--- src/design/dgp_consts.svh ---
// Register offsets, reset values and pin masks of the debug-capable GPIO port
// Summary of operation
// - Eight-bit port, each pin's direction set by its own bit.
// - Reset puts pins 3 to 7 into their debug alternate functions.
// - Pin 3 as TMS/SWDIO gets input, output driver and pull-up enabled.
// - Pin 4 as TCK/SWCLK gets input and pull-down enabled.
// - Pin 5 as TDO or viewer output gets its output driver enabled.
// - Pin 6 as TDI gets input and pull-up enabled.
// - Pin 7 as TRST input gets its pull-up enabled.
// - Pins 0 to 2 reset as plain GPIO with all buffers and pulls off.
// - Pin 3 as TMS/SWDIO keeps driving in STOP regardless of drive-keep bit.
// - Data, output-enable and function-select registers at 0x00, 0x04, 0x08.
// - Open-drain 0x28, pull-up 0x2C, pull-down 0x30, input-enable 0x38.
// - Data register is written in bits 7-0, resets zero; reads show the pin where input is enabled; bits 31-8 read zero.
// - Output-enable bit 1 drives pin, 0 floats it; pins 5 and 3 reset set.
// - Function-select bit 1 picks alternate function; bits 7 to 3 reset set.
// - Function-select bits 2, 1, 0 route trace data 1, data 0, clock.
// - Open-drain bit 0 gives push-pull, 1 open-drain; all reset zero.
// - Pull-up bit 1 enables pull-up; pins 7, 6, 3 reset set.
// - Pull-down bit 1 enables pull-down; only pin 4 resets set.
// - Input-enable bit 1 enables input buffer; pins 7, 6, 4, 3 reset set.
`ifndef DGP_CONSTS_SVH
`define DGP_CONSTS_SVH

`define DGP_ADDR_W      12
`define DGP_OFS_DATA    12'h000
`define DGP_OFS_OE      12'h004
`define DGP_OFS_FSEL    12'h008
`define DGP_OFS_OD      12'h028
`define DGP_OFS_PU      12'h02c
`define DGP_OFS_PD      12'h030
`define DGP_OFS_IE      12'h038

`define DGP_RST_DATA    8'h00
`define DGP_RST_OE      8'h28
`define DGP_RST_FSEL    8'hf8
`define DGP_RST_OD      8'h00
`define DGP_RST_PU      8'hc8
`define DGP_RST_PD      8'h10
`define DGP_RST_IE      8'hd8

`define DGP_FORCE_OE    8'h28
`define DGP_FORCE_IE    8'h58
`define DGP_FORCE_PU    8'hc8
`define DGP_FORCE_PD    8'h10
`define DGP_KEEP_STOP   8'h08

`define DGP_BIT_TCLK    0
`define DGP_BIT_TD0     1
`define DGP_BIT_TD1     2
`define DGP_BIT_TMS     3
`define DGP_BIT_TCK     4
`define DGP_BIT_TDO     5
`define DGP_BIT_TDI     6
`define DGP_BIT_TRST    7

`endif

--- src/design/dgp_pkg.sv ---
// Types shared by the debug-capable GPIO port
package dgp_pkg;

	typedef enum logic [1:0] {
		DGP_IDLE = 2'b00,
		DGP_RESP = 2'b01
	} dgp_apb_state_t;

	typedef enum logic [2:0] {
		DGP_SEL_DATA = 3'h0,
		DGP_SEL_OE   = 3'h1,
		DGP_SEL_FSEL = 3'h2,
		DGP_SEL_OD   = 3'h3,
		DGP_SEL_PU   = 3'h4,
		DGP_SEL_PD   = 3'h5,
		DGP_SEL_IE   = 3'h6,
		DGP_SEL_NONE = 3'h7
	} dgp_reg_sel_t;

	typedef struct packed {
		dgp_apb_state_t apb;
		logic [7:0]     data;
		logic [7:0]     oe;
		logic [7:0]     fsel;
		logic [7:0]     od;
		logic [7:0]     pu;
		logic [7:0]     pd;
		logic [7:0]     ie;
		logic           pready;
		logic           pslverr;
		logic [31:0]    prdata;
		logic           tms;
		logic           tck;
		logic           tdi;
		logic           trst_n;
	} dgp_state_t;

endpackage : dgp_pkg

--- src/design/dgp_sync.sv ---
// Two-stage synchroniser for pin inputs
`timescale 1ns/100ps
`default_nettype none
module dgp_sync #(
	parameter int W = 8
) (
	input  wire logic         pclk,
	input  wire logic         presetn,
	input  wire logic [W-1:0] d,
	output var  logic [W-1:0] q
);
	typedef struct packed {
		logic [W-1:0] s1;
		logic [W-1:0] s2;
	} dgp_sync_t;

	dgp_sync_t st_reg;
	dgp_sync_t st_next;

	// First stage feeds only the second
	always_comb
	begin
		st_next.s1 = d;
		st_next.s2 = st_reg.s1;
	end

	always_ff @(posedge pclk or negedge presetn)
	begin
		if (!presetn)
			st_reg <= '0;
		else
			st_reg <= st_next;
	end

	assign q = st_reg.s2;
endmodule : dgp_sync
`default_nettype wire

--- src/design/dgp_pad_ctl.sv ---
// Registered pad control for one port pin
`timescale 1ns/100ps
`default_nettype none
module dgp_pad_ctl #(
	parameter logic FORCE_OE = 1'b0,
	parameter logic FORCE_IE = 1'b0,
	parameter logic FORCE_PU = 1'b0,
	parameter logic FORCE_PD = 1'b0,
	parameter logic KEEP_STOP = 1'b0
) (
	input  wire logic pclk,
	input  wire logic presetn,
	input  wire logic gpio_out,
	input  wire logic alt_out,
	input  wire logic alt_sel,
	input  wire logic oe,
	input  wire logic od,
	input  wire logic pu,
	input  wire logic pd,
	input  wire logic ie,
	input  wire logic stop_kill,
	output var  logic pad_out,
	output var  logic pad_oe,
	output var  logic pad_pu,
	output var  logic pad_pd,
	output var  logic pad_ie
);
	typedef struct packed {
		logic out;
		logic oe;
		logic pu;
		logic pd;
		logic ie;
	} dgp_pad_t;

	dgp_pad_t st_reg;
	dgp_pad_t st_next;
	logic     drv;

	always_comb
	begin
		st_next.out = alt_sel ? alt_out : gpio_out;
		drv = oe | (alt_sel & FORCE_OE);
		// Open drain only ever pulls low
		if (od && st_next.out)
			drv = 1'b0;
		if (stop_kill && !(alt_sel && KEEP_STOP))
			drv = 1'b0;
		st_next.oe = drv;
		st_next.pu = pu | (alt_sel & FORCE_PU);
		st_next.pd = pd | (alt_sel & FORCE_PD);
		st_next.ie = ie | (alt_sel & FORCE_IE);
	end

	always_ff @(posedge pclk or negedge presetn)
	begin
		if (!presetn)
			st_reg <= '0;
		else
			st_reg <= st_next;
	end

	assign pad_out = st_reg.out;
	assign pad_oe  = st_reg.oe;
	assign pad_pu  = st_reg.pu;
	assign pad_pd  = st_reg.pd;
	assign pad_ie  = st_reg.ie;
endmodule : dgp_pad_ctl
`default_nettype wire

--- src/design/dgp_port.sv ---
// Debug-capable eight-bit GPIO port with APB register slave
`timescale 1ns/100ps
`default_nettype none
`include "dgp_consts.svh"
module dgp_port #(
	parameter int ADDR_W = `DGP_ADDR_W
) (
	input  wire logic              pclk,
	input  wire logic              presetn,
	input  wire logic              psel,
	input  wire logic              penable,
	input  wire logic              pwrite,
	input  wire logic [ADDR_W-1:0] paddr,
	input  wire logic [31:0]       pwdata,
	output var  logic              pready,
	output var  logic              pslverr,
	output var  logic [31:0]       prdata,
	input  wire logic [7:0]        pin_in,
	output var  logic [7:0]        pin_out,
	output var  logic [7:0]        pin_oe,
	output var  logic [7:0]        pin_pu,
	output var  logic [7:0]        pin_pd,
	output var  logic [7:0]        pin_ie,
	input  wire logic              stop_mode,
	input  wire logic              standby_drive_keep,
	input  wire logic              swdio_out,
	input  wire logic              tdo_out,
	input  wire logic              trace_clock_out,
	input  wire logic              trace_data_bit0,
	input  wire logic              trace_data_bit1,
	output var  logic              dbg_tms_in,
	output var  logic              dbg_tck_in,
	output var  logic              dbg_tdi_in,
	output var  logic              dbg_trst_n_in
);
	dgp_pkg::dgp_state_t   st_reg;
	dgp_pkg::dgp_state_t   st_next;
	dgp_pkg::dgp_reg_sel_t sel;
	logic [7:0]            pin_sync;
	logic [7:0]            pin_seen;
	logic [7:0]            alt_out;
	logic                  stop_kill;
	logic                  wr_done;

	function automatic dgp_pkg::dgp_reg_sel_t reg_decode(input logic [ADDR_W-1:0] a);
		if (a == ADDR_W'(`DGP_OFS_DATA))
			return dgp_pkg::DGP_SEL_DATA;
		else if (a == ADDR_W'(`DGP_OFS_OE))
			return dgp_pkg::DGP_SEL_OE;
		else if (a == ADDR_W'(`DGP_OFS_FSEL))
			return dgp_pkg::DGP_SEL_FSEL;
		else if (a == ADDR_W'(`DGP_OFS_OD))
			return dgp_pkg::DGP_SEL_OD;
		else if (a == ADDR_W'(`DGP_OFS_PU))
			return dgp_pkg::DGP_SEL_PU;
		else if (a == ADDR_W'(`DGP_OFS_PD))
			return dgp_pkg::DGP_SEL_PD;
		else if (a == ADDR_W'(`DGP_OFS_IE))
			return dgp_pkg::DGP_SEL_IE;
		else
			return dgp_pkg::DGP_SEL_NONE;
	endfunction : reg_decode

	dgp_sync #(
		.W(8)
	) u_sync (
		.pclk   (pclk),
		.presetn(presetn),
		.d      (pin_in),
		.q      (pin_sync)
	);

	// Input buffer off reads as low
	assign pin_seen  = pin_sync & pin_ie;
	assign stop_kill = stop_mode & ~standby_drive_keep;
	assign sel       = reg_decode(paddr);
	assign wr_done   = psel & penable & st_reg.pready & pwrite;

	always_comb
	begin
		alt_out                 = 8'h00;
		alt_out[`DGP_BIT_TCLK]  = trace_clock_out;
		alt_out[`DGP_BIT_TD0]   = trace_data_bit0;
		alt_out[`DGP_BIT_TD1]   = trace_data_bit1;
		alt_out[`DGP_BIT_TMS]   = swdio_out;
		alt_out[`DGP_BIT_TDO]   = tdo_out;
	end

	genvar gi;
	generate
		for (gi = 0; gi < 8; gi++)
		begin : g_pad
			dgp_pad_ctl #(
				.FORCE_OE (logic'(((`DGP_FORCE_OE) >> gi) & 8'h01)),
				.FORCE_IE (logic'(((`DGP_FORCE_IE) >> gi) & 8'h01)),
				.FORCE_PU (logic'(((`DGP_FORCE_PU) >> gi) & 8'h01)),
				.FORCE_PD (logic'(((`DGP_FORCE_PD) >> gi) & 8'h01)),
				.KEEP_STOP(logic'(((`DGP_KEEP_STOP) >> gi) & 8'h01))
			) u_pad (
				.pclk     (pclk),
				.presetn  (presetn),
				.gpio_out (st_reg.data[gi]),
				.alt_out  (alt_out[gi]),
				.alt_sel  (st_reg.fsel[gi]),
				.oe       (st_reg.oe[gi]),
				.od       (st_reg.od[gi]),
				.pu       (st_reg.pu[gi]),
				.pd       (st_reg.pd[gi]),
				.ie       (st_reg.ie[gi]),
				.stop_kill(stop_kill),
				.pad_out  (pin_out[gi]),
				.pad_oe   (pin_oe[gi]),
				.pad_pu   (pin_pu[gi]),
				.pad_pd   (pin_pd[gi]),
				.pad_ie   (pin_ie[gi])
			);
		end
	endgenerate

	always_comb
	begin
		st_next         = st_reg;
		st_next.pready  = 1'b0;
		st_next.pslverr = 1'b0;
		case (st_reg.apb)
			dgp_pkg::DGP_IDLE:
			begin
				if (psel && !penable)
				begin
					// One wait-free access cycle; answer is built in setup
					st_next.apb     = dgp_pkg::DGP_RESP;
					st_next.pready  = 1'b1;
					st_next.pslverr = (sel == dgp_pkg::DGP_SEL_NONE);
					st_next.prdata  = 32'h0000_0000;
					if (!pwrite)
					begin
						if (sel == dgp_pkg::DGP_SEL_DATA)
							st_next.prdata[7:0] = pin_seen | (st_reg.data & ~pin_ie);
						else if (sel == dgp_pkg::DGP_SEL_OE)
							st_next.prdata[7:0] = st_reg.oe;
						else if (sel == dgp_pkg::DGP_SEL_FSEL)
							st_next.prdata[7:0] = st_reg.fsel;
						else if (sel == dgp_pkg::DGP_SEL_OD)
							st_next.prdata[7:0] = st_reg.od;
						else if (sel == dgp_pkg::DGP_SEL_PU)
							st_next.prdata[7:0] = st_reg.pu;
						else if (sel == dgp_pkg::DGP_SEL_PD)
							st_next.prdata[7:0] = st_reg.pd;
						else if (sel == dgp_pkg::DGP_SEL_IE)
							st_next.prdata[7:0] = st_reg.ie;
					end
				end
			end
			dgp_pkg::DGP_RESP:
			begin
				st_next.apb = dgp_pkg::DGP_IDLE;
				if (wr_done)
				begin
					if (sel == dgp_pkg::DGP_SEL_DATA)
						st_next.data = pwdata[7:0];
					else if (sel == dgp_pkg::DGP_SEL_OE)
						st_next.oe = pwdata[7:0];
					else if (sel == dgp_pkg::DGP_SEL_FSEL)
						st_next.fsel = pwdata[7:0];
					else if (sel == dgp_pkg::DGP_SEL_OD)
						st_next.od = pwdata[7:0];
					else if (sel == dgp_pkg::DGP_SEL_PU)
						st_next.pu = pwdata[7:0];
					else if (sel == dgp_pkg::DGP_SEL_PD)
						st_next.pd = pwdata[7:0];
					else if (sel == dgp_pkg::DGP_SEL_IE)
						st_next.ie = pwdata[7:0];
				end
			end
			default:
			begin
				st_next.apb = dgp_pkg::DGP_IDLE;
			end
		endcase
		// Debug inputs only see the pin while it is in debug use
		st_next.tms    = st_reg.fsel[`DGP_BIT_TMS] & pin_seen[`DGP_BIT_TMS];
		st_next.tck    = st_reg.fsel[`DGP_BIT_TCK] & pin_seen[`DGP_BIT_TCK];
		st_next.tdi    = st_reg.fsel[`DGP_BIT_TDI] & pin_seen[`DGP_BIT_TDI];
		// Pull-up alone holds reset released; TRST input is taken unbuffered
		st_next.trst_n = ~st_reg.fsel[`DGP_BIT_TRST] | pin_sync[`DGP_BIT_TRST];
	end

	always_ff @(posedge pclk or negedge presetn)
	begin
		if (!presetn)
		begin
			st_reg         <= '0;
			st_reg.apb     <= dgp_pkg::DGP_IDLE;
			st_reg.data    <= `DGP_RST_DATA;
			st_reg.oe      <= `DGP_RST_OE;
			st_reg.fsel    <= `DGP_RST_FSEL;
			st_reg.od      <= `DGP_RST_OD;
			st_reg.pu      <= `DGP_RST_PU;
			st_reg.pd      <= `DGP_RST_PD;
			st_reg.ie      <= `DGP_RST_IE;
			st_reg.trst_n  <= 1'b1;
		end
		else
			st_reg <= st_next;
	end

	assign pready        = st_reg.pready;
	assign pslverr       = st_reg.pslverr;
	assign prdata        = st_reg.prdata;
	assign dbg_tms_in    = st_reg.tms;
	assign dbg_tck_in    = st_reg.tck;
	assign dbg_tdi_in    = st_reg.tdi;
	assign dbg_trst_n_in = st_reg.trst_n;

	// Marks the first cycle after reset release
	logic first_reg;
	always_ff @(posedge pclk or negedge presetn)
	begin
		if (!presetn)
			first_reg <= 1'b1;
		else
			first_reg <= 1'b0;
	end
endmodule : dgp_port
`default_nettype wire

--- config.mk ---
export PLATFORM = sky130hd
export DESIGN_NAME = dgp_port
export DESIGN_NICKNAME = d
export VERILOG_FILES = /design/src/design/dgp_pkg.sv /design/src/design/dgp_sync.sv /design/src/design/dgp_pad_ctl.sv /design/src/design/dgp_port.sv
export VERILOG_INCLUDE_DIRS = /design/src /design/src/design
export SDC_FILE = /design/constraint.sdc
export NUM_CORES = 1
export LEC_CHECK = 0
export BUFFER_PORTS_ARGS = -buffer_cell sky130_fd_sc_hd__buf_2
export CAP_MARGIN = 20
export CORE_MARGIN = 5
export CORE_UTILIZATION = 35
export DETAILED_ROUTE_END_ITERATION = 8
export PLACE_DENSITY = 0.66
export SYNTH_ARGS = -nofsm -noshare
export SYNTH_HDL_FRONTEND = slang
export SYNTH_SLANG_ARGS = --single-unit
--- constraint.sdc ---
create_clock -name pclk -period 1.77 [get_ports pclk]
set_input_delay 0.4425 -clock pclk [delete_from_list [all_inputs] [get_ports pclk]]
set_output_delay 0.4425 -clock pclk [all_outputs]
set_load 0.02 [all_outputs]
==> metrics <==
status=finished, final reports clean; dpl cell area=6370 um^2; Avg WL per Cell=between 15 and 20 um; crit start category=primary input; ranking of synthesized cells by area=dfrtp_1, mux2_2, buf_4; DIE AREA=about 19,000 um^2; CTS tree=built; Power, Total=7.01 mW; H-tree depth=4; Comb power frac=under 10%; pwr dens=997 nW/um^2; multi-input combinational cell area=between 1500 and 2000 um^2; max-slew violation count=0; clk root buf=clkbuf_16; Starting Density=35.8%; Overflow after GRT=0; DP Cell Count=747; Yosys reg bits=between 100 and 150; synthesized area per cell=~13 um^2; register area=around 3200 um^2; sequential area share after synthesis=roughly 56%; Post-route DRC=0; period utilisation layout=between 90 and 100%; Initial DRT Pass Iterations=6; Hold Vio Cnt, Final=0; CP arrival=2.05 ns; Post-DRT Antenna Nets=0; Crit. End Element=flip-flop; Skew-Pair Late Insertion Delay=between 0.4 and 0.5 ns; Post-Route WL=around 14,000 um; RSZ-0062 raised after global routing=yes; reg2reg end=st_reg[52]; Leak Pwr=3.61 nW; DRT iter0 DRCs=just under 300; sequential power share=a little over two fifths; YS warnings=0; max FFs per register=57; clock buffer count from CTS=17; Port-buffer cells=93; Post-synth EDFFs=0; critical path class=primary input to flip-flop; worst hold-check path type=primary input to flip-flop; sw power=around 1.5 mW; vias per cell=4.86; Worst Reg-to-Reg Cells=6; Sw Share=between 20% and 30%; chip height=roughly 140 um; vias in the first global route=4,057; FP Rows=46; slew margin rel.=between 60% and 70%; clock slew at reported path FFs=around 0.06 ns; Synth area leader=dfrtp_1; worst slew pin tran=0.566 ns; Layout Cell Area excl Fill=7040 um^2; Fmax achieved=0.572 GHz; Placer Congestion=0.882; count of final setup violators=0; Yosys cell types=38; Worst EP required=approximately 2.1 ns; max cap viols=0; Min-Delay Path Depth=1; Worst R2R Start=pready; clk_skew=approximately 0.0057 ns; pin count of the biggest net entering global routing=61; fillers=between 1,000 and 1,500; Top FF cell, synth=dfrtp_1; Async SR Flop Fraction=100%; Area growth syn-to-layout=23.4%; I/O pin count=about 140; DP HPWL=~10,000 um; Pint=about 5.5 mW; maximum vdd ir drop=between 0.8 and 0.9 mV; final cell count without fillers=780; ANT cells=0; first-pass GRT wire length=22,300 um; layout cell share with drive strength beyond 1=48.8%; Gate Count Post-Synth=roughly 450; CP max FO=4; Layout Nets=just over 600; Clock Path Buffers=2; Hold Path End=u_sync.st_next[1]; GRT Overall Usage=~16%; Yosys top cell area share=48.7%; r2r setup slk=roughly 0.040 ns; vias=approximately 3,800; initial antenna violation count=0; CORE AREA=~16,000 um^2; Hold Crit Start=pin_in[1]; clock share of power=about 53%; Tmin final=1.75 ns; Mapped Area=~5700 um^2; die width=approximately 140 um; Clock Sinks=between 100 and 150
[worst max-delay path, stage by stage]
cell	delay (ns)
buf_2	0.11
nor4_4	0.42
nand3_4	0.18
nor4_4	0.36
buf_6	0.19
mux2_2	0.33
[per-stage QoR]
step           hold slack, ns  util [%]  setup WS [ns]  setup TNS (ns)
3_5_place_dp            0.339      39.9         -0.376          -20.18
4_1_cts                 0.117      44.0         0.0269               0
2_1_floorplan           0.147         -         -0.215          -10.26
3_3_place_gp            0.334      39.9         -0.330          -17.24
5_1_grt                 0.116      44.1        -0.0383          -0.461
6_report                0.135      44.1         0.0210               0
[worst max path at each step]
stage                          from          to  slack (ns)  cells past startpoint
after CTS                    pready  st_reg[52]        0.03                      6
after global routing         pready  st_reg[92]       -0.04                      6
final                     paddr[10]  st_reg[39]        0.02                      6
after floorplan            paddr[9]  st_reg[46]       -0.21                      4
after detailed placement   paddr[9]  st_reg[39]       -0.38                      6
after global placement     paddr[9]  st_reg[65]       -0.33                      7
[layer usage]
| layer | track usage [%] | wire [um] | vias to the layer above |
|---|---|---|---|
| met5 | 0 | 0 | - |
| met4 | 7.82 | 368 | 0 |
| li1 | - | - | 1680 |
| met1 | 21.1 | 6220 | 1884 |
| met2 | 23.2 | 6520 | 196 |
| met3 | 4.82 | 1340 | 32 |
[cell usage after synthesis (2+ instances only)]
master and n:
or3b_2 2, nor2_1 13, mux2_1 2, nor4_4 4, mux2i_1 8, nor3b_1 8
nand2b_1 11, a22oi_1 9, o21ai_0 18, inv_1 11, dfrtp_1 111, buf_2 2
nand3_1 2, a21oi_1 18, o311ai_0 8, buf_4 72, a21boi_0 8, nor2b_1 4
clkbuf_1 11, or2_2 7, and3_1 13, mux2_2 67, dfstp_2 16, nand2_1 14
[kinds of logic after synthesis]
kind of cell,Yosys count,share of synthesized area (%)
muxes,77,15.0
and+or+nand+nor,89,10.9
buffers and inverters,97,11.2
other,1,0.0658
DFF,127,56.1
AOI/OAI and AO/OA,62,6.76
[what timing repair did]
action	in CTS	in global routing
setup buffers	0	0
hold buffers	1	0
setup endpoints to repair	0	27
hold endpoints to repair	19	0
resized for setup	0	4
[cell usage in the layout (no fill, tap or decap), types with 9 or more instances in the layout]
| master | n |
|---|---|
| o21ai_0 | 18 |
| nand2_1 | 14 |
| inv_1 | 11 |
| clkbuf_16 | 17 |
| buf_2 | 92 |
| buf_4 | 43 |
| dfstp_2 | 16 |
| conb_1 | 24 |
| and3_1 | 13 |
| nand2b_1 | 11 |
| a21oi_1 | 18 |
| a22oi_1 | 9 |
| nor2_1 | 13 |
| mux2_2 | 59 |
| dfrtp_1 | 111 |
[final cells by class]
cell class | count | area share (%)
flip-flops and latches | 127 | 45.5
inverters | 11 | 0.587
multi-input cells | 252 | 28.4
clock buffers | 22 | 6.88
repair buffers | 142 | 12.6
clock inverters | 10 | 2.24
well taps | 216 | 3.84
[power by group through the flow]
| stage | registers [mW] | clock network, mW | logic, mW |
|---|---|---|---|
| floorplan | 2.99 | 0 | 0.169 |
| global placement | 2.99 | 0 | 0.323 |
| detailed placement | 2.99 | 0 | 0.331 |
| CTS | 2.94 | 3.80 | 0.335 |
| global route | 2.94 | 3.93 | 0.369 |
| finish | 2.94 | 3.74 | 0.336 |
Power figures use the tool's default switching activity.
